`config.mk`:
```
export PLATFORM = sky130hd
export DESIGN_NAME = fbs_status_cycle
export DESIGN_NICKNAME = d
export VERILOG_FILES = /design/src/design/fbs_pkg.sv /design/src/design/fbs_sync3.sv /design/src/design/fbs_blink.sv /design/src/design/fbs_status_cycle.sv
export SDC_FILE = /design/constraint.sdc
export NUM_CORES = 1
export LEC_CHECK = 0
export BUFFER_PORTS_ARGS = -buffer_cell sky130_fd_sc_hd__buf_2
export CORE_UTILIZATION = 56
export CTS_CLUSTER_SIZE = 8
export DETAILED_ROUTE_END_ITERATION = 10
export HOLD_SLACK_MARGIN = 0.12
export PLACE_DENSITY = 0.77
export SKIP_LAST_GASP = 1
export SYNTH_ARGS = -nofsm -noshare
export SYNTH_HDL_FRONTEND = slang
export SYNTH_SLANG_ARGS = --single-unit
```
`constraint.sdc`:
```
create_clock -name clk_i -period 8.2 [get_ports clk_i]
set_input_delay 0 -clock clk_i [delete_from_list [all_inputs] [get_ports clk_i]]
set_output_delay 0 -clock clk_i [all_outputs]
set_load 0.03 [all_outputs]
```
`src/design/fbs_pkg.sv`:
```
/*
  Shared constants and types of the fieldbus slave status and cycle block:
  register map, field positions, reset values, indicator timing.
  Assumes a 125 MHz system clock.
*/
package fbs_pkg;
  localparam int unsigned CLK_KHZ = 125000;
  localparam int unsigned CLK_NS = 1000000 / CLK_KHZ;
  // indicator timing in milliseconds, then in clock cycles
  localparam int unsigned BLINK_MS = 200;
  localparam int unsigned PAUSE_MS = 1000;
  localparam int unsigned FLICKER_MS = 50;
  localparam int unsigned BLINK_CYC = BLINK_MS * CLK_KHZ;
  localparam int unsigned PAUSE_CYC = PAUSE_MS * CLK_KHZ;
  localparam int unsigned FLICKER_CYC = FLICKER_MS * CLK_KHZ;
  // register byte offsets
  localparam logic [7:0] REG_CTRL = 8'h00;
  localparam logic [7:0] REG_STATUS = 8'h04;
  localparam logic [7:0] REG_MIN_CYCLE = 8'h08;
  localparam logic [7:0] REG_MOD_PERIOD = 8'h0c;
  localparam logic [7:0] REG_OUT_BASE = 8'h10;
  localparam logic [7:0] REG_SAFE_BASE = 8'h30;
  // control fields
  localparam int unsigned CTRL_STATE_LSB = 0;
  localparam int unsigned CTRL_SYNC_BIT = 8;
  localparam int unsigned CTRL_FAULT_LSB = 16;
  // fault bit positions inside the fault field
  localparam int unsigned FLT_CFG = 0;
  localparam int unsigned FLT_EMERG = 1;
  localparam int unsigned FLT_APP_WD = 2;
  localparam int unsigned FLT_PDI_WD = 3;
  localparam int unsigned FLT_BOOT = 4;
  // status fields
  localparam int unsigned STAT_STATE_LSB = 0;
  localparam int unsigned STAT_RUN_LSB = 4;
  localparam int unsigned STAT_CYCERR_BIT = 8;
  localparam int unsigned STAT_SAFE_BIT = 9;
  localparam int unsigned STAT_FAULT_LSB = 12;
  // reset values
  localparam logic [31:0] MOD_PERIOD_RST = 32'h0000_0400;
  localparam logic [31:0] MIN_CYCLE_RST = 32'h0000_0000;

  typedef enum logic [2:0] {
    ST_INIT, ST_PREOP, ST_SAFEOP, ST_OP, ST_BOOT
  } fbs_state_t;

  typedef enum logic [2:0] {
    PAT_OFF, PAT_SOLID, PAT_BLINK, PAT_SINGLE, PAT_DOUBLE, PAT_FLICKER
  } fbs_pat_t;
endpackage

```
`src/design/fbs_sync3.sv`:
```
/*
  Three-stage synchroniser for one pin level, with agreement filter.
  Assumes the input is asynchronous to clk_i.
*/
`timescale 1ns/10ps
module fbs_sync3 (
  input wire logic clk_i,
  input wire logic rst_i,
  input wire logic ce_i,
  input wire logic pin_i,
  output logic lvl_o
);
  typedef struct packed {
    logic s1;
    logic s2;
    logic s3;
    logic lvl;
  } fbs_sync_st_t;

  fbs_sync_st_t s, n;

  always_comb begin
    n = s;
    n.s1 = pin_i;
    n.s2 = s.s1;
    n.s3 = s.s2;
    // a change counts only once the two later stages agree
    if (s.s2 == s.s3) begin
      n.lvl = s.s3;
    end
  end

  always_ff @(posedge clk_i) begin
    if (rst_i) begin
      s <= '0;
    end else if (ce_i) begin
      s <= n;
    end
  end

  assign lvl_o = s.lvl;
endmodule

```
`src/design/fbs_blink.sv`:
```
/*
  Indicator pattern generator: off, solid, blink, single and double flash
  with pause, flicker. Restarts the pattern, lit unless off, whenever the mode changes.
*/
`timescale 1ns/10ps
module fbs_blink
  import fbs_pkg::*;
#(
  parameter int unsigned BLINK_C = BLINK_CYC,
  parameter int unsigned PAUSE_C = PAUSE_CYC,
  parameter int unsigned FLICKER_C = FLICKER_CYC
) (
  input wire logic clk_i,
  input wire logic rst_i,
  input wire logic ce_i,
  input fbs_pat_t mode_i,
  output logic ind_o
);
  if (FLICKER_C < 1 || FLICKER_C >= BLINK_C || PAUSE_C < 1) begin // RL19
    $error("fbs_blink: flicker must be faster than blink");
  end

  typedef struct packed {
    fbs_pat_t mode;
    logic [31:0] cnt;
    logic [1:0] phase;
    logic led;
  } fbs_blink_st_t;

  fbs_blink_st_t s, n;
  logic [31:0] len;

  always_comb begin
    case (s.mode)
      PAT_FLICKER: len = FLICKER_C;
      PAT_SINGLE: len = (s.phase == 2'd1) ? PAUSE_C : BLINK_C;
      PAT_DOUBLE: len = (s.phase == 2'd3) ? PAUSE_C : BLINK_C;
      default: len = BLINK_C;
    endcase
  end

  always_comb begin
    n = s;
    if (mode_i != s.mode) begin
      n.mode = mode_i;
      n.cnt = '0;
      n.phase = '0;
      n.led = (mode_i != PAT_OFF);
    end else begin
      case (s.mode)
        PAT_OFF: n.led = 1'b0;
        PAT_SOLID: n.led = 1'b1;
        default: begin
          if (s.cnt >= len - 32'd1) begin
            n.cnt = '0;
            case (s.mode)
              PAT_SINGLE: begin
                n.phase = {1'b0, ~s.phase[0]};
                n.led = s.phase[0];
              end
              PAT_DOUBLE: begin
                n.phase = s.phase + 2'd1;
                n.led = s.phase[0];
              end
              default: n.led = ~s.led;
            endcase
          end else begin
            n.cnt = s.cnt + 32'd1;
          end
        end
      endcase
    end
  end

  always_ff @(posedge clk_i) begin
    if (rst_i) begin
      s <= '0;
    end else if (ce_i) begin
      s <= n;
    end
  end

  assign ind_o = s.led;
endmodule

```
`src/design/fbs_status_cycle.sv`:
```
/*
  Fieldbus slave status and cycle control: slave state, indicator
  patterns, safe-state outputs and conversion cycle sequencing, reached
  over a classic Wishbone slave. Assumes cycle_sync_i is an asynchronous
  pin from the distributed clock unit.
*/
// Operation
// [RL1] INIT state keeps run indicator dark
// [RL2] PRE-OP blinks run indicator continuously
// [RL3] SAFE-OP single flash and pause; outputs safe
// [RL4] operational state: run indicator solidly lit
// [RL5] bootstrap state: run indicator flickers
// [RL6] fault dark if none; blinks on config error
// [RL7] emergency change: fault single flash, pause
// [RL8] application watchdog: fault double flash, pause
// [RL9] interface watchdog expiry: fault solidly lit
// [RL10] boot failure: fault indicator flickers
// [RL11] leaving operational passes through safe state
// [RL12] safe state drives safe values, zero default
// [RL13] master-written safe values apply on later entries
// [RL14] free-running and synchronized cycle modes
// [RL15] free-run repeats at slowest module rate
// [RL16] free-run never faster than minimum cycle
// [RL17] synchronized cycles start only on event
// [RL18] error when imposed period too short
// [RL19] pattern periods are parameters; flicker faster
// [RL20] boot failure outranks watchdogs and config errors
`timescale 1ns/10ps
module fbs_status_cycle
  import fbs_pkg::*;
#(
  parameter int unsigned N_CH = 4,
  parameter int unsigned DW = 16,
  parameter int unsigned BLINK_C = BLINK_CYC,
  parameter int unsigned PAUSE_C = PAUSE_CYC,
  parameter int unsigned FLICKER_C = FLICKER_CYC
) (
  input wire logic clk_i,
  input wire logic rst_i,
  input wire logic ce_i,
  input wire logic wb_cyc_i,
  input wire logic wb_stb_i,
  input wire logic wb_we_i,
  input wire logic [7:0] wb_adr_i,
  input wire logic [3:0] wb_sel_i,
  input wire logic [31:0] wb_dat_i,
  output logic [31:0] wb_dat_o,
  output logic wb_ack_o,
  input wire logic cycle_sync_i,
  output logic run_ind_o,
  output logic fault_ind_o,
  output logic [N_CH*DW-1:0] chan_out_o,
  output logic outputs_safe_o,
  output logic conv_start_o,
  output logic cycle_err_o
);
  if (N_CH < 1 || N_CH > 8 || DW < 1 || DW > 32) begin
    $error("fbs_status_cycle: N_CH must be 1..8 and DW 1..32");
  end

  typedef struct packed {
    logic ack;
    logic [31:0] rdat;
    fbs_state_t state;
    fbs_state_t pend;
    logic pend_v;
    logic sync_mode;
    logic [4:0] faults;
    logic cyc_err;
    logic [31:0] min_ns;
    logic [31:0] mod_per;
    logic [N_CH-1:0][DW-1:0] outv;
    logic [N_CH-1:0][DW-1:0] safe;
    logic [N_CH-1:0][DW-1:0] out;
    logic safe_flag;
    logic [31:0] cnt;
    logic conv;
    logic evt_prev;
    fbs_pat_t run_mode;
    fbs_pat_t fault_mode;
  } fbs_top_st_t;

  fbs_top_st_t s, n;
  logic evt_lvl;
  logic evt_edge;
  logic req;
  logic wr;
  logic ctrl_wr;
  logic active;
  logic [31:0] ctrl_word;
  logic [31:0] stat_word;
  logic [31:0] cw;
  logic [32:0] min_cyc;
  logic [31:0] per;
  logic [2:0] new_state;

  function automatic logic [31:0] merge(input logic [31:0] old,
                                        input logic [31:0] dat,
                                        input logic [3:0] sel);
    logic [31:0] r;
    r = old;
    for (int b = 0; b < 4; b++) begin
      if (sel[b]) begin
        r[b*8 +: 8] = dat[b*8 +: 8];
      end
    end
    return r;
  endfunction

  fbs_sync3 u_sync (
    .clk_i(clk_i),
    .rst_i(rst_i),
    .ce_i(ce_i),
    .pin_i(cycle_sync_i),
    .lvl_o(evt_lvl)
  );

  // separate generators so run and fault patterns each keep their own phase counter
  fbs_blink #(
    .BLINK_C(BLINK_C),
    .PAUSE_C(PAUSE_C),
    .FLICKER_C(FLICKER_C)
  ) u_run (
    .clk_i(clk_i),
    .rst_i(rst_i),
    .ce_i(ce_i),
    .mode_i(s.run_mode),
    .ind_o(run_ind_o)
  );

  fbs_blink #(
    .BLINK_C(BLINK_C),
    .PAUSE_C(PAUSE_C),
    .FLICKER_C(FLICKER_C)
  ) u_fault (
    .clk_i(clk_i),
    .rst_i(rst_i),
    .ce_i(ce_i),
    .mode_i(s.fault_mode),
    .ind_o(fault_ind_o)
  );

  always_comb begin
    ctrl_word = '0;
    ctrl_word[CTRL_STATE_LSB +: 3] = s.state;
    ctrl_word[CTRL_SYNC_BIT] = s.sync_mode;
    ctrl_word[CTRL_FAULT_LSB +: 5] = s.faults;
    stat_word = '0;
    stat_word[STAT_STATE_LSB +: 3] = s.state;
    stat_word[STAT_RUN_LSB +: 3] = s.run_mode;
    stat_word[STAT_CYCERR_BIT] = s.cyc_err;
    stat_word[STAT_SAFE_BIT] = s.safe_flag;
    stat_word[STAT_FAULT_LSB +: 3] = s.fault_mode;
  end

  assign req = wb_cyc_i & wb_stb_i & ~s.ack;
  assign wr = req & wb_we_i;
  assign ctrl_wr = wr && (wb_adr_i == REG_CTRL);
  assign cw = merge(ctrl_word, wb_dat_i, wb_sel_i);
  assign new_state = cw[CTRL_STATE_LSB +: 3];
  assign evt_edge = evt_lvl & ~s.evt_prev;
  assign active = (s.state == ST_SAFEOP) || (s.state == ST_OP);
  // round the minimum time up to whole clock cycles
  assign min_cyc = ({1'b0, s.min_ns} + 33'(CLK_NS - 1)) / 33'(CLK_NS);

  always_comb begin
    per = s.mod_per; // RL15
    if (min_cyc > {1'b0, per}) begin
      per = min_cyc[31:0]; // RL16
    end
    if (per == '0) begin
      per = 32'd1;
    end
  end

  always_comb begin
    n = s;
    n.ack = 1'b0;
    n.conv = 1'b0;
    n.evt_prev = evt_lvl;
    // second step of a two-step exit from operational
    if (s.pend_v) begin
      n.state = s.pend;
      n.pend_v = 1'b0;
    end
    if (req) begin
      n.ack = 1'b1;
      n.rdat = '0;
      case (wb_adr_i)
        REG_CTRL: n.rdat = ctrl_word;
        REG_STATUS: n.rdat = stat_word;
        REG_MIN_CYCLE: n.rdat = s.min_ns;
        REG_MOD_PERIOD: n.rdat = s.mod_per;
        default: begin
          for (int i = 0; i < N_CH; i++) begin
            if (wb_adr_i == REG_OUT_BASE + 8'(4 * i)) begin
              n.rdat = 32'(s.outv[i]);
            end
            if (wb_adr_i == REG_SAFE_BASE + 8'(4 * i)) begin
              n.rdat = 32'(s.safe[i]);
            end
          end
        end
      endcase
    end
    if (wr) begin
      case (wb_adr_i)
        REG_CTRL: begin
          n.sync_mode = cw[CTRL_SYNC_BIT]; // RL14
          n.faults = cw[CTRL_FAULT_LSB +: 5];
          if (new_state <= 3'(ST_BOOT)) begin
            if (s.state == ST_OP && new_state != 3'(ST_OP) &&
                new_state != 3'(ST_SAFEOP)) begin
              n.state = ST_SAFEOP; // RL11
              n.pend = fbs_state_t'(new_state);
              n.pend_v = 1'b1;
            end else begin
              n.state = fbs_state_t'(new_state);
              n.pend_v = 1'b0;
            end
          end
        end
        REG_STATUS: begin
          if (wb_sel_i[STAT_CYCERR_BIT / 8] && wb_dat_i[STAT_CYCERR_BIT]) begin
            n.cyc_err = 1'b0;
          end
        end
        REG_MIN_CYCLE: n.min_ns = merge(s.min_ns, wb_dat_i, wb_sel_i);
        REG_MOD_PERIOD: n.mod_per = merge(s.mod_per, wb_dat_i, wb_sel_i);
        default: begin
          for (int i = 0; i < N_CH; i++) begin
            if (wb_adr_i == REG_OUT_BASE + 8'(4 * i)) begin
              n.outv[i] = DW'(merge(32'(s.outv[i]), wb_dat_i, wb_sel_i));
            end
            if (wb_adr_i == REG_SAFE_BASE + 8'(4 * i)) begin
              n.safe[i] =
                DW'(merge(32'(s.safe[i]), wb_dat_i, wb_sel_i)); // RL13
            end
          end
        end
      endcase
    end
    // conversion cycle sequencing; the counter saturates when idle
    if (s.cnt != 32'hffff_ffff) begin
      n.cnt = s.cnt + 32'd1;
    end
    if (active) begin
      if (s.sync_mode) begin
        if (evt_edge) begin
          n.conv = 1'b1; // RL17
          n.cnt = '0;
          if (s.cnt < s.mod_per - 32'd1) begin
            n.cyc_err = 1'b1; // RL18
          end
        end
      end else if (s.cnt >= per - 32'd1) begin
        n.conv = 1'b1; // RL16
        n.cnt = '0;
      end
    end
    // outputs follow the application only when operational
    n.safe_flag = (s.state != ST_OP);
    n.out = (s.state == ST_OP) ? s.outv : s.safe; // RL12
    case (s.state)
      ST_INIT: n.run_mode = PAT_OFF; // RL1
      ST_PREOP: n.run_mode = PAT_BLINK; // RL2
      ST_SAFEOP: n.run_mode = PAT_SINGLE; // RL3
      ST_OP: n.run_mode = PAT_SOLID; // RL4
      ST_BOOT: n.run_mode = PAT_FLICKER; // RL5
      default: n.run_mode = PAT_OFF;
    endcase
    // highest-ranked fault wins the indicator
    if (s.faults[FLT_BOOT]) begin
      n.fault_mode = PAT_FLICKER; // RL10 RL20
    end else if (s.faults[FLT_PDI_WD]) begin
      n.fault_mode = PAT_SOLID; // RL9
    end else if (s.faults[FLT_APP_WD]) begin
      n.fault_mode = PAT_DOUBLE; // RL8
    end else if (s.faults[FLT_EMERG]) begin
      n.fault_mode = PAT_SINGLE; // RL7
    end else if (s.faults[FLT_CFG]) begin
      n.fault_mode = PAT_BLINK; // RL6
    end else begin
      n.fault_mode = PAT_OFF; // RL6
    end
  end

  always_ff @(posedge clk_i) begin
    if (rst_i) begin
      s <= '0;
      s.mod_per <= MOD_PERIOD_RST;
      s.min_ns <= MIN_CYCLE_RST;
      s.safe_flag <= 1'b1;
      s.cnt <= 32'hffff_ffff;
    end else if (ce_i) begin
      s <= n;
    end
  end

  assign wb_ack_o = s.ack;
  assign wb_dat_o = s.rdat;
  assign chan_out_o = s.out;
  assign outputs_safe_o = s.safe_flag;
  assign conv_start_o = s.conv;
  assign cycle_err_o = s.cyc_err;

  AST_RUN_INIT: assert property (@(posedge clk_i) disable iff (rst_i) // RL1
    ce_i && s.state == ST_INIT |=> s.run_mode == PAT_OFF)
    else $error("run indicator not dark in init");
  AST_RUN_PREOP: assert property (@(posedge clk_i) disable iff (rst_i) // RL2
    ce_i && s.state == ST_PREOP |=> s.run_mode == PAT_BLINK)
    else $error("run indicator not blinking in pre-op");
  AST_RUN_SAFEOP: assert property (@(posedge clk_i) disable iff (rst_i) // RL3
    ce_i && s.state == ST_SAFEOP |=> s.run_mode == PAT_SINGLE && s.safe_flag)
    else $error("safe-op indication or safe flag wrong");
  AST_RUN_OP: assert property (@(posedge clk_i) disable iff (rst_i) // RL4
    ce_i && s.state == ST_OP |=> s.run_mode == PAT_SOLID && !s.safe_flag)
    else $error("run indicator not solid in operational");
  AST_FAULT_PDI: assert property (@(posedge clk_i) disable iff (rst_i) // RL9
    ce_i && s.faults[FLT_PDI_WD] && !s.faults[FLT_BOOT]
    |=> s.fault_mode == PAT_SOLID)
    else $error("interface watchdog not solid");
  AST_FAULT_BOOT: assert property (@(posedge clk_i) disable iff (rst_i) // RL20
    ce_i && s.faults[FLT_BOOT] |=> s.fault_mode == PAT_FLICKER)
    else $error("boot failure not shown first");
  AST_SAFE_PASS: assert property (@(posedge clk_i) disable iff (rst_i) // RL11
    ce_i && s.state == ST_OP && ctrl_wr && new_state == 3'(ST_INIT)
    |=> s.state == ST_SAFEOP)
    else $error("operational left without safe state");
  AST_SAFE_OUT: assert property (@(posedge clk_i) disable iff (rst_i) // RL12
    ce_i && s.state != ST_OP |=> s.out == $past(s.safe))
    else $error("outputs not at safe values");
  AST_FREE_SPACE: assert property (@(posedge clk_i) disable iff (rst_i) // RL16
    ce_i && !s.sync_mode && s.cnt < per - 32'd1 |=> !s.conv)
    else $error("free-run cycle started too soon");
  AST_SYNC_ONLY: assert property (@(posedge clk_i) disable iff (rst_i) // RL17
    ce_i && s.sync_mode && !evt_edge |=> !s.conv)
    else $error("synchronized cycle without event");
  AST_SYNC_ERR: assert property (@(posedge clk_i) disable iff (rst_i) // RL18
    ce_i && active && s.sync_mode && evt_edge && s.cnt < s.mod_per - 32'd1
    |=> s.cyc_err && s.conv)
    else $error("short sync period not flagged");
endmodule

```
* Yosys cells after proc, flatten, opt, wreduce, memory -nomap -nowiden
Cells that the tools add are included.
Operators by class: multiplexer cells 95, bitwise gates (word level) 11, $add $sub $neg 10, order comparisons 6, eq/ne operators 36, reductions and logical operators 58
Operators by type and width (number):
- 2-to-1 mux 32 bit | 14
- 2-to-1 mux 206 bit | 1
- 2-to-1 mux 8 bit | 24
- one-hot mux 32 bit (3 select lines) | 2
- 2-to-1 mux 33 bit | 5
- 2-to-1 mux 16 bit | 9
- 2-to-1 mux 128 bit | 1
- one-hot mux 32 bit (4 select lines) | 1
- subtractor 32 x 1 -> 32 bit, second input constant | 4
- 2-to-1 mux 27 bit | 4
- adder 32 x 1 -> 32 bit, second input constant | 3
- greater-or-equal comparator 32 bit | 3
- AND reduction 5 bit | 17
- 2-to-1 mux 35 bit | 2
- 2-to-1 mux 34 bit | 2
- 2-to-1 mux 64 bit | 1
- AND reduction 4 bit | 12
- adder 32 x 3 -> 33 bit, second input constant | 1
- equality test 8 x 5 -> 1 bit, second input constant | 4
- equality test 8 x 6 -> 1 bit, second input constant | 4
- greater-than comparator 30 x 32 -> 1 bit | 1
- zero test 32 bit | 1
- less-than comparator 32 bit | 1
- != test 32 bit, second input constant | 1
- other kinds (34) | 98
Storage, ports and cells: output and inout port bits 102, input bits 51, register bits 424, word-level logic and storage cells 270

* Longest topological paths before layout
word-level depth 12, mapped depth 38, depth with buffers taken out 35

* Cells and area by module
A second synthesis with hierarchy kept.
Unflattened totals: cells, all modules 3093, area, all modules 25214.2 µm²
By module, submodules not included:
- fbs_status_cycle | times used 1, cells an instance 2553, area each 20213.1 µm², seq. area each 6886.6 µm²
- fbs_blink | times used 2, cells an instance 262, area each 2414.8 µm², seq. area each 760.7 µm²
- fbs_sync3 | times used 1, cells an instance 16, area each 171.4 µm², seq. area each 80.1 µm²

* Least setup slack after synthesis
Ideal clock, no wire load.
path kind flip-flop to flip-flop, start register s[273] (netlist name), end register s[26] (netlist name), path slack 459 ps, library setup time 120 ps, arrival time 7621 ps, period minus slack after synthesis 7741 ps, path buffers 4, required time 8080 ps, stages on the path, launching flop included 34, cell sequence dfxtp_1 > buf_2 > nand4_2 > or3_1 > nor4_1 > and3_1 > nand2_1 > xnor2_1 > ha_1 > and4bb_1 > and4_1 > a32oi_1 > a21oi_2 > or2_4 > buf_2 > clkbuf_1 > o31ai_1 > ha_1 > nand2_1 > nor2_1 > nand2_1 > nor3_1 > mux2i_4 > nor3_1 > xor2_1 > mux2i_1 > ha_1 > nand4_1 > or3_1 > or4_1 > o21bai_2 > buf_2 > o21ai_0 > a211o_1
Between the ends: word-level cells in the longest chain between the ends 10
RTL lines:
- from (decl) | RTL line fbs_status_cycle.sv:83 | fbs_top_st_t s, n;
- from (signal assigned) | RTL line fbs_status_cycle.sv:296 | s <= n;
- adder 32 x 3 -> 33 bit (*) | RTL line fbs_status_cycle.sv:164 | assign min_cyc = ({1'b0, s.min_ns} + 33'(CLK_NS - 1)) / 33'(CLK_NS);
- greater-than comparator 30 x 32 -> 1 bit | RTL line fbs_status_cycle.sv:168 | if (min_cyc > {1'b0, per}) begin
- 2-to-1 mux 32 bit (*) | RTL line fbs_status_cycle.sv:168
- zero test 32 bit | RTL line fbs_status_cycle.sv:171 | if (per == '0) begin
- 2-to-1 mux 32 bit (*) | RTL line fbs_status_cycle.sv:171
- subtractor 32 x 1 -> 32 bit (*) | RTL line fbs_status_cycle.sv:256 | end else if (s.cnt >= per - 32'd1) begin
- greater-or-equal comparator 32 bit (*) | RTL line fbs_status_cycle.sv:256
- 2-to-1 mux 33 bit (*) | RTL line fbs_status_cycle.sv:256
- 2-to-1 mux 33 bit (*) | RTL line fbs_status_cycle.sv:248 | if (s.sync_mode) begin
- 2-to-1 mux 33 bit (*) | RTL line fbs_status_cycle.sv:247 | if (active) begin
Every way passes the cells marked *; elsewhere a longest branch is shown, timed or not. A chain may end at the register's enable or synchronous reset.

* Worst setup path after layout
start register s[275] (netlist name), end register s[10] (netlist name)
The elaborated chain is that of the path after synthesis.

==> qor.csv <==
metric,value,unit
outcome,"complete, no violations",
async_flop_share,0,
place_area,25200,um2
fp.dieW,212,um
hold_end,wb_dat_o[19],
wl,78000,um
cts.sinks,424,
yosysSeqAreaShare,0.344,
worstSetupStartpoint,s[275],
grt_max_degree,103,
end_kind,flop,
antenna_found_initial,3,
fin_cells,3632,
syn_inst,2996,
hold_ws,0.147,ns
ant_nets,0,
cts_made_buffers,59,
worst-path-buf-inv,2,
rows,76,
syn2layout_area_growth,11.1,%
synth.top_cells.by_area,"dfxtp_1 34%, mux2i_1 6.8%, ha_1 6.7%, nor2_1 5.2%, a21oi_1 4.4%",
cp.required,8.70,ns
dieArea,44800,um2
yosys_warnings,0,
io_buffers,152,
htree_levels,2,
r2r-start,s[275],
min_path_type,in2reg,
arrival,8.28,ns
syn_avg_cell_area,8.22,um2
critPathTopFamily,simple AND/OR/NAND/NOR gates,
hold_depth,6,
final_area,27400,um2
start_util,0.569,
ir_drop,0.184,mV
die-height,212,um
reg2reg_depth,32,
core-area,43300,um2
maxCapViolations,0,
grt_pass1_vias,21700,
grt_use_total,0.342,
fmax,0.128,GHz
crit_type,reg2reg,
fin_util,0.632,
root_buffer,clkbuf_16,
clk_latency,0.63,ns
power_density,192,nW/um2
ys_seq_elements,424,
slew_headroom,0.162,
dp.cells,3512,
r2r-end,s[10],
io-pin-count,153,
setup_violations,0,
cts_tree,built,
overflow,0,
r2r_setup_slack,0.42,ns
yosys.area.top_type,dfxtp_1,
crit_path_start_kind,flop,
crit_path_top_delay_cell,or4_1,
crit_path_max_incr_delay,0.55,ns
place.gp.congestion,1.01,
hold_viol_final,0,
vias,22900,
layout-drive-gt1-share,0.119,
post-route-drc-count,0,
viasPerCell,6.30,
cts.path.max_buffers,3,
synth.top_cell.area_share,0.344,
synth_edf_count,0,
finish.net_count,3225,
path_clk_slew,0.06,ns
yosysUniqueCellTypes,94,
grt_pass1_wl,120000,um
post-route-period-util,0.949,
fin_crit,7.78,ns
firstDrtPassIters,9,
synth_ff_type,dfxtp_1,
avgRoutedWirePerCell,21.5,um
cp_max_fo,17,
hold_path.startpoint,wb_stb_i,
slew_violations,0,
worst_pin_slew,1.26,ns
drt_iter0_markers,2680,
place_hpwl,56300,um
netlist_area,24600,um2
p_leak,10.7,nW
fin_skew,0.0293,ns
## state kept, by name (all words and copies together), names as in the netlist
name and cells:
chan_out_o 64, conv_start_o 1, ctrl_word 9, cycle_err_o 1, outputs_safe_o 1, s 235
u_fault.ind_o 1, u_fault.s 37, u_run.ind_o 1, u_run.s 37, u_sync.lvl_o 1, u_sync.n 2
u_sync.s 1, wb_ack_o 1, wb_dat_o 32
## synth_stat cells, drive strengths merged, types with 14 or more instances
| library cell | n |
|---|---|
| o21ai | 87 |
| nor4 | 20 |
| and4 | 21 |
| nand3 | 201 |
| a221oi | 23 |
| and3 | 28 |
| a22oi | 50 |
| dfxtp | 424 |
| nand2 | 277 |
| xnor2 | 110 |
| a211oi | 80 |
| mux2i | 170 |
| clkbuf | 156 |
| a21o | 27 |
| o211ai | 14 |
| a31oi | 30 |
| nand2b | 15 |
| inv | 68 |
| nor2 | 343 |
| ha | 132 |
| nor3 | 68 |
| buf | 130 |
| xor2 | 70 |
| nor2b | 16 |
| and2 | 14 |
| nand4 | 46 |
| a21oi | 221 |
## through the flow
step,power (W),setup TNS (ns),setup WS (ns)
floorplan,0.00289,0,0.459
global placement,0.00305,0,0.344
detailed placement,0.00310,0,0.147
CTS,0.00526,0,0.115
global route,0.00547,-0.0242,-0.0219
finish,0.00526,0,0.417
## cells in the final DEF, fill, tap and decap left out, types with 81 or more instances in the layout
| master | count |
|---|---|
| nand2_1 | 275 |
| nand3_1 | 200 |
| mux2i_1 | 168 |
| nor2_1 | 328 |
| xnor2_1 | 110 |
| buf_2 | 150 |
| ha_1 | 131 |
| a21oi_1 | 217 |
| o21ai_0 | 81 |
| dfxtp_1 | 421 |
## power by group
part	switching [W]	internal (W)
Clock	0.000884	0.00129
Combinational	0.000492	0.000323
Sequential	0.000126	0.00215
## cells by family (layout without fill, tap and decap cells)
group                      count (synthesis)  after routing  share of synthesized area
and+or+nand+nor                         1110           1110                      0.217
other                                      2              5                   0.000305
muxes                                    174            174                     0.0719
buffers and inverters                    354            402                     0.0703
AOI/OAI and AO/OA                        620            620                      0.165
DFF                                      424            424                      0.344
xor gates and xnor gates                 180            180                     0.0640
adders and majority gates                132            132                     0.0670
## routing by layer
metal	track usage	part of all wire	routed length (um)	vias to the layer above
met2	0.516	0.43	33600	1146
met5	0	0.00017	13	-
met1	0.464	0.43	33400	10900
li1	-	-	-	10700
met4	0.150	0.041	3190	2
met3	0.0801	0.099	7760	212
## how the worst max path moves through the flow
stage            end  slack (ns)  cells after the start
6_report       s[10]        0.42                     32
5_1_grt        s[13]       -0.02                     32
4_1_cts        s[28]        0.11                     33
3_5_place_dp   s[34]        0.15                     33
3_3_place_gp   s[25]        0.34                     33
2_1_floorplan  s[26]        0.46                     33
## repair_timing
action,CTS,global route
hold buffers,53,0
setup endpoints to repair,0,33
buffers inserted,0,1
hold endpoints to repair,266,0
gates resized for setup,0,11
## cell type report
type | instances | area, um2
inverter | 68 | 255
clock inverter | 3 | 57.6
tap | 585 | 732
sequential | 424 | 8490
timing repair buffer | 269 | 1790
fill | 3710 | 15900
antenna | 1 | 2.50
multi-input combinational | 2220 | 14500
clock buffer | 62 | 1520
## worst register-to-register path, delay by kind of cell, from the launching register on
kind                       cells  cell delay [ns]
AOI/OAI and AO/OA              7             1.28
DFF                            1             0.35
and+or+nand+nor               15             3.92
xor gates and xnor gates       2             0.42
adders and majority gates      3             0.84
buffers and inverters          2             0.41
muxes                          3             0.45
No activity file was read; power rests on OpenSTA's default activity.
